==> src/rtl/atsd_pkg.sv <==
// Purpose: Constants and types for the analog test / short detect register bank
// Assumes: 16-bit registers on a plain strobe port, one clock, synchronous reset
// Notes: Offsets are byte addresses of the host control port
// Functional notes
// Mono copy bit 12 sends left output-converter sample to both channels.
// Bit 11 high then low retriggers the oscillator inverter-count tuning.
// Bit 14 moves lineout supply to analog rail; resets to I/O rail.
// Bit 9 inverts output-converter sampling clock edge; cleared at reset.
// Bit 8 inverts output-converter data crossing clock edge.
// Bit 3 inverts input-converter sampling clock edge.
// Bit 2 inverts input-converter data crossing clock edge.
// Bit 7 lengthens the output-converter return-to-zero interval.
// Bit 5 disables return-to-zero; normally leave cleared.
// Bit 6 doubles amplifier current, only effective in class-A.
// Bit 4 disables class-AB amplifier operation; normally keep cleared.
// Bit 1 lowers input-converter bias currents by one fifth.
// Bit 0 of test register two disables input-converter dither.
// Bit 10 ties main mid-rail reference to lineout reference.
// Bit 0 of the preceding debug register enables analog test paths.
// Bit 13 is a read-write spare driven straight to analog.
// Right trip level bits 14:12, 25 mA steps, code 3 is 25 mA.
// Left trip level bits 10:8, same encoding as right channel.
// Software keeps margin on trip levels; process spread about thirty percent.
// Center trip level bits 6:4, 50 mA steps, code 3 is 50 mA.
// Reserved bits read zero and ignore writes.
package atsd_pkg;
  localparam int unsigned ADDR_W = 16;
  localparam int unsigned DATA_W = 16;
  localparam logic [ADDR_W-1:0] TEST_ONE_OFFS = 16'h0038;
  localparam logic [ADDR_W-1:0] TEST_TWO_OFFS = 16'h003a;
  localparam logic [ADDR_W-1:0] SHORT_CTRL_OFFS = 16'h003c;
  localparam logic [DATA_W-1:0] TEST_ONE_RST = 16'h0000;
  localparam logic [DATA_W-1:0] TEST_TWO_RST = 16'h0000;
  localparam logic [DATA_W-1:0] SHORT_CTRL_RST = 16'h0000;
  // Writable bit masks; everything else reads zero
  localparam logic [DATA_W-1:0] TEST_ONE_MASK = 16'h0001;
  localparam logic [DATA_W-1:0] TEST_TWO_MASK = 16'h7fff;
  localparam logic [DATA_W-1:0] SHORT_CTRL_MASK = 16'h7777;
  localparam int unsigned TESTMODE_BIT = 0;
  localparam int unsigned LINEOUT_SUPPLY_BIT = 14;
  localparam int unsigned SPARE_BIT = 13;
  localparam int unsigned MONO_BIT = 12;
  localparam int unsigned RETUNE_BIT = 11;
  localparam int unsigned REF_TIE_BIT = 10;
  localparam int unsigned OUT_SAMPLE_INV_BIT = 9;
  localparam int unsigned OUT_DATA_INV_BIT = 8;
  localparam int unsigned RTZ_EXTEND_BIT = 7;
  localparam int unsigned DOUBLE_I_BIT = 6;
  localparam int unsigned RTZ_DIS_BIT = 5;
  localparam int unsigned CLASS_A_BIT = 4;
  localparam int unsigned IN_SAMPLE_INV_BIT = 3;
  localparam int unsigned IN_DATA_INV_BIT = 2;
  localparam int unsigned BIAS_REDUCE_BIT = 1;
  localparam int unsigned DITHER_DIS_BIT = 0;
  localparam int unsigned RIGHT_LVL_LSB = 12;
  localparam int unsigned LEFT_LVL_LSB = 8;
  localparam int unsigned CENTER_LVL_LSB = 4;
  localparam int unsigned LVL_W = 3;

  // Controls driven to the analog section
  typedef struct packed {
    logic test_paths_en;
    logic lineout_supply_select;
    logic spare;
    logic lineout_reference_tie;
    logic out_conv_sample_edge_invert;
    logic out_conv_data_edge_invert;
    logic out_conv_rtz_extend;
    logic out_conv_double_current;
    logic out_conv_rtz_disable;
    logic out_conv_class_a_force;
    logic in_conv_sample_edge_invert;
    logic in_conv_data_edge_invert;
    logic in_conv_bias_reduce;
    logic in_conv_dither_disable;
    logic [LVL_W-1:0] right_short_trip_level;
    logic [LVL_W-1:0] left_short_trip_level;
    logic [LVL_W-1:0] center_short_trip_level;
  } atsd_ana_ctrl_t;

  // Stereo sample pair
  typedef struct packed {
    logic [DATA_W-1:0] left;
    logic [DATA_W-1:0] right;
  } atsd_sample_t;
endpackage : atsd_pkg

==> src/rtl/atsd_regs.sv <==
// Purpose: Analog test and headphone short detect configuration registers
// Assumes: Host port strobes are one cycle and never both at once
// Notes: Read data is valid only in the cycle after the read strobe
//
// Strobed register access was left to the implementer.
module atsd_regs (
  // Clock and reset
  input wire logic clk_i,
  input wire logic sys_rst_i,
  // Register port
  input wire logic [atsd_pkg::ADDR_W-1:0] addr_i,
  input wire logic [atsd_pkg::DATA_W-1:0] wdata_i,
  input wire logic wr_i,
  input wire logic rd_i,
  output logic [atsd_pkg::DATA_W-1:0] rdata_o,
  // Sample path toward the output converter
  input wire atsd_pkg::atsd_sample_t sample_i,
  input wire logic sample_vld_i,
  output atsd_pkg::atsd_sample_t sample_o,
  output logic sample_vld_o,
  // Analog controls
  output atsd_pkg::atsd_ana_ctrl_t ana_ctrl_o,
  output logic osc_retune_pulse_o
);
  import atsd_pkg::*;

  logic [DATA_W-1:0] test_one_r;
  logic [DATA_W-1:0] test_two_r;
  logic [DATA_W-1:0] short_ctrl_r;
  logic [DATA_W-1:0] rdata_r;
  logic retune_d_r;
  logic retune_pulse_r;
  atsd_ana_ctrl_t ana_r;
  atsd_sample_t sample_r;
  logic sample_vld_r;

  // Address decode
  wire sel_one = addr_i == TEST_ONE_OFFS;
  wire sel_two = addr_i == TEST_TWO_OFFS;
  wire sel_short = addr_i == SHORT_CTRL_OFFS;
  wire wr_one = wr_i && sel_one;
  wire wr_two = wr_i && sel_two;
  wire wr_short = wr_i && sel_short;

  // Masking keeps reserved bits at zero no matter what is written
  wire [DATA_W-1:0] test_one_nxt = wr_one ? (wdata_i & TEST_ONE_MASK) : test_one_r;
  wire [DATA_W-1:0] test_two_nxt = wr_two ? (wdata_i & TEST_TWO_MASK) : test_two_r;
  wire [DATA_W-1:0] short_ctrl_nxt = wr_short ? (wdata_i & SHORT_CTRL_MASK) : short_ctrl_r;

  // Read mux; unmapped addresses read zero
  wire [DATA_W-1:0] rd_sel = sel_one ? test_one_r :
                             sel_two ? test_two_r :
                             sel_short ? short_ctrl_r : '0;
  wire [DATA_W-1:0] rdata_nxt = rd_i ? rd_sel : '0;

  // Retune fires on the falling edge of the bit: high then low
  wire retune_bit = test_two_r[RETUNE_BIT];
  wire retune_nxt = retune_d_r && !retune_bit;

  // Mono copy: right takes the left sample
  wire mono = test_two_r[MONO_BIT];
  atsd_sample_t sample_nxt;
  assign sample_nxt.left = sample_i.left;
  assign sample_nxt.right = mono ? sample_i.left : sample_i.right;

  // Controls mapped field by field from the stored registers
  atsd_ana_ctrl_t ana_nxt;
  assign ana_nxt.test_paths_en = test_one_r[TESTMODE_BIT];
  assign ana_nxt.lineout_supply_select = test_two_r[LINEOUT_SUPPLY_BIT];
  assign ana_nxt.spare = test_two_r[SPARE_BIT];
  assign ana_nxt.lineout_reference_tie = test_two_r[REF_TIE_BIT];
  assign ana_nxt.out_conv_sample_edge_invert = test_two_r[OUT_SAMPLE_INV_BIT];
  assign ana_nxt.out_conv_data_edge_invert = test_two_r[OUT_DATA_INV_BIT];
  assign ana_nxt.out_conv_rtz_extend = test_two_r[RTZ_EXTEND_BIT];
  // Doubling only matters while class-AB is off
  assign ana_nxt.out_conv_double_current = test_two_r[DOUBLE_I_BIT] && test_two_r[CLASS_A_BIT];
  assign ana_nxt.out_conv_rtz_disable = test_two_r[RTZ_DIS_BIT];
  assign ana_nxt.out_conv_class_a_force = test_two_r[CLASS_A_BIT];
  assign ana_nxt.in_conv_sample_edge_invert = test_two_r[IN_SAMPLE_INV_BIT];
  assign ana_nxt.in_conv_data_edge_invert = test_two_r[IN_DATA_INV_BIT];
  assign ana_nxt.in_conv_bias_reduce = test_two_r[BIAS_REDUCE_BIT];
  assign ana_nxt.in_conv_dither_disable = test_two_r[DITHER_DIS_BIT];
  assign ana_nxt.right_short_trip_level = short_ctrl_r[RIGHT_LVL_LSB +: LVL_W];
  assign ana_nxt.left_short_trip_level = short_ctrl_r[LEFT_LVL_LSB +: LVL_W];
  assign ana_nxt.center_short_trip_level = short_ctrl_r[CENTER_LVL_LSB +: LVL_W];

  // Register storage
  always_ff @(posedge clk_i) begin
    if (sys_rst_i) begin
      test_one_r <= TEST_ONE_RST;
      test_two_r <= TEST_TWO_RST;
      short_ctrl_r <= SHORT_CTRL_RST;
      rdata_r <= '0;
    end else begin
      test_one_r <= test_one_nxt;
      test_two_r <= test_two_nxt;
      short_ctrl_r <= short_ctrl_nxt;
      rdata_r <= rdata_nxt;
    end
  end

  // Output flops; controls lag the register by one cycle
  always_ff @(posedge clk_i) begin
    if (sys_rst_i) begin
      retune_d_r <= 1'b0;
      retune_pulse_r <= 1'b0;
      ana_r <= '0;
      sample_r <= '0;
      sample_vld_r <= 1'b0;
    end else begin
      retune_d_r <= retune_bit;
      retune_pulse_r <= retune_nxt;
      ana_r <= ana_nxt;
      sample_r <= sample_nxt;
      sample_vld_r <= sample_vld_i;
    end
  end

  assign rdata_o = rdata_r;
  assign ana_ctrl_o = ana_r;
  assign osc_retune_pulse_o = retune_pulse_r;
  assign sample_o = sample_r;
  assign sample_vld_o = sample_vld_r;
endmodule : atsd_regs

==> config.mk <==
export PLATFORM = sky130hd
export DESIGN_NAME = atsd_regs
export DESIGN_NICKNAME = d
export VERILOG_FILES = /design/src/rtl/atsd_pkg.sv /design/src/rtl/atsd_regs.sv
export SDC_FILE = /design/constraint.sdc
export NUM_CORES = 1
export LEC_CHECK = 0
export BUFFER_PORTS_ARGS = -buffer_cell sky130_fd_sc_hd__buf_2
export CORE_MARGIN = 2
export CORE_UTILIZATION = 30
export DETAILED_ROUTE_END_ITERATION = 10
export PLACE_DENSITY = 0.59
export SYNTH_ARGS = -nofsm -noshare
export SYNTH_HDL_FRONTEND = slang
export SYNTH_SLANG_ARGS = --single-unit
==> constraint.sdc <==
create_clock -name clk_i -period 2.13 [get_ports clk_i]
set_input_delay 0.5325 -clock clk_i [delete_from_list [all_inputs] [get_ports clk_i]]
set_output_delay 0.5325 -clock clk_i [all_outputs]
set_load 0.05 [all_outputs]
==> results.toml <==
[clock_tree]
clock-sinks = 101
clock_latency_ns = 0.35
cts_tree = "done"
cts_root_buf = "clkbuf_8"
cts_setup_buffers = 0
path_clk_slew_ns = 0.08
cts_made_buffers = 9
cts_hold_buf = 0
cts_resized = 0
htree_num_levels = 3
cts_buffer_depth = 2

[timing]
max_freq_mhz = 612
fin_skew_ns = 0.00627
period_needed_ns = 1.63
tightest_slew_ns = 1.06
finalHoldViolations = 0
setup_viol = 0
grt_setup_unrepaired = "no"
finalCritPeriodShare = 0.767
fin_hold_ws_ns = 0.402
drv_slew = 0
relSlewSlack = 0.291
tns_ns = 0

[finish]
synthToLayoutAreaGrowth_pct = 30.9
final_area_um2 = 4400
fin_nets = 522
nFillCells = 1070
drive_above_1_share = 0.368
n_antenna_cell = 0
fin_util = 0.404

[power]
p_sw_uw = 821
leakage_nw = 2.02
p_int_mw = 2.50
seq_power_share = 0.579
vdd_drop_max_v = 0.000252
power_frac_comb = 0.098
pwr-share-clk = 0.323
swShare = 0.247
power.density_nw_per_um2 = 756

[worst_hold_path]
holdPathEnd = "sample_o[24]$_SDFF_PP0_"
hold_path_class = "in2reg"
hold_path.startpoint = "sample_i[24]"
holdPathStages = 2

[setup_path]
crit_required_ns = 2.41
worst-r2r-setup-slack_ns = 1.11
start_kind = "primary input"
worstPathMaxFanout = 11
arrival_ns = 1.91
r2r-end = "sample_o[11]$_SDFF_PP0_"
r2r_cells = 3
endpoint_kind = "register"
r2r_start = "test_two_r[12]$_SDFFE_PP0P_"
crit_type = "in2reg"

[die]
die_h_um = 110
num_io_pins = 142
die_w_um = 110
core_um2 = 10900
start_util = 0.309
num_rows = 38
die_area_um2 = 12100

[synthesis]
synth_top_area_cell = "dfxtp_1"
synth-seq-cells = 101
yosysSeqAreaShare = 0.602
yosysWarningCount = 0
synth_cell_types = 27
syn_inst = 310
avgSynthCellArea_um2 = 10.8
syn_nets = 379
syn-cell-area_um2 = 3360
synthTopCellsByArea = "dfxtp_1, mux2i_1, nor2b_1"
synth.top_cell.area_share = 0.602

[placed_design]
io_buffers = 139
dp_hpwl_mm = 5.73
post_dp_cell_area_um2 = 4230
gp_congestion = 0.711

[global_route]
track_usage = 0.133
grt_pass1_wl_mm = 12.2
grt_max_degree = 48
antenna_found_initial = 0
grt_overflow = 0
grt_pass1_vias = 2458

[status]
outcome = "finished, final reports clean"

[detailed_routing]
vias_per_cell = 4.37
drt-total-wl_mm = 8.26
wl_per_cell_um = 13.9
drt_iter0_markers = 96
ant_nets = 0
drc = 0
vias = 2602
drt_pre_antenna_iters = 4

[flow_run]
cap_violations = 0
-- registers in the layout, summed over array words and instances (netlist names), 12 cells and up --
register and cells:
test_two_r 15, short_ctrl_r 12, ana_ctrl_o 23, rdata_o 15, sample_o 32
-- final cells by class --
| cell class | instances | area [µm²] | area share |
|---|---|---|---|
| clock buffers | 13 | 159 | 0.0361 |
| clock inverters | 1 | 7.51 | 0.00171 |
| inverters | 9 | 33.8 | 0.00768 |
| multi-input cells | 182 | 1220 | 0.278 |
| flip-flops and latches | 101 | 2020 | 0.460 |
| well taps | 140 | 175 | 0.0398 |
| repair buffers | 150 | 778 | 0.177 |
-- placed cells by master, fill, tap and decap left out --
master      count
buf_2         139
dfxtp_1       101
nor2b_1        35
nor2_1         30
mux2i_1        29
o21ai_0        29
nand2b_1       28
a22oi_1        11
clkbuf_8       11
buf_4          11
inv_1           9
and2_1          4
nor3b_1         2
o21ai_1         2
clkbuf_1        2
nor4b_4         1
and4bb_1        1
nor4_4          1
nand4_4         1
nor3b_4         1
nand2b_4        1
nor4b_1         1
nand4_1         1
or2_2           1
o31ai_1         1
a21oi_1         1
conb_1          1
clkinvlp_4      1
-- cell usage after synthesis --
cell,n
a21oi_1,1
a22oi_1,11
and2_1,4
and4bb_1,1
buf_2,1
buf_4,1
buf_6,1
clkbuf_1,15
conb_1,1
dfxtp_1,101
inv_1,9
mux2i_1,29
nand2b_1,28
nand2b_4,1
nand4_1,1
nand4_4,1
nor2_1,30
nor2b_1,35
nor3b_1,2
nor3b_4,1
nor4_4,1
nor4b_1,1
nor4b_4,1
o21ai_0,29
o21ai_1,2
o31ai_1,1
or2_2,1
-- stage by stage --
| stage | total power, mW | cells | setup slack, ns |
|---|---|---|---|
| detailed placement | 2.30 | 582 | 0.117 |
| finish | 3.32 | 596 | 0.496 |
| global route | 3.46 | 596 | 0.381 |
| global placement | 2.29 | 582 | 0.181 |
| floorplan | 2.17 | 310 | 0.372 |
| CTS | 3.37 | 596 | 0.501 |
-- power by group through the flow --
stage | Combinational [mW] | Clock, mW | Sequential [mW]
after CTS | 0.327 | 1.12 | 1.93
after detailed placement | 0.327 | 0 | 1.97
after global placement | 0.323 | 0 | 1.97
after global routing | 0.345 | 1.19 | 1.93
after floorplan | 0.0802 | 0 | 2.09
final | 0.324 | 1.07 | 1.93
-- worst max-delay path, stage by stage --
cell and delay (ns):
buf_2 0.14, nor2b_1 0.85, a22oi_1 0.21, nor2_1 0.17
-- layer usage --
metal | GRT usage | vias to the layer above | share of wire
met1 | 0.174 | 1216 | 0.45
met2 | 0.214 | 81 | 0.48
met3 | 0.0249 | 9 | 0.057
met4 | 0.0579 | 0 | 0.015
li1 | - | 1296 | -
met5 | 0 | - | 0
-- worst max-delay path by stage --
stage	start	endpoint	slack, ns	depth (start not counted)
after floorplan	addr_i[9]	short_ctrl_r[10]$_SDFFE_PP0P_	0.37	5
after global placement	addr_i[2]	rdata_o[2]$_SDFF_PP0_	0.18	4
after detailed placement	addr_i[2]	rdata_o[10]$_SDFF_PP0_	0.12	4
after CTS	addr_i[2]	rdata_o[10]$_SDFF_PP0_	0.50	4
after global routing	addr_i[2]	rdata_o[9]$_SDFF_PP0_	0.38	4
final	addr_i[2]	rdata_o[10]$_SDFF_PP0_	0.50	4
-- cells by family after synthesis --
| logic type | Yosys count | synth area share |
|---|---|---|
| buffers and inverters | 27 | 0.0339 |
| AND/OR/NAND/NOR | 108 | 0.202 |
| AO/OA/AOI/OAI | 44 | 0.0745 |
| multiplexers | 29 | 0.0864 |
| other | 1 | 0.00112 |
| flip-flops | 101 | 0.602 |
Note: power is estimated with default switching activity, not from simulation.
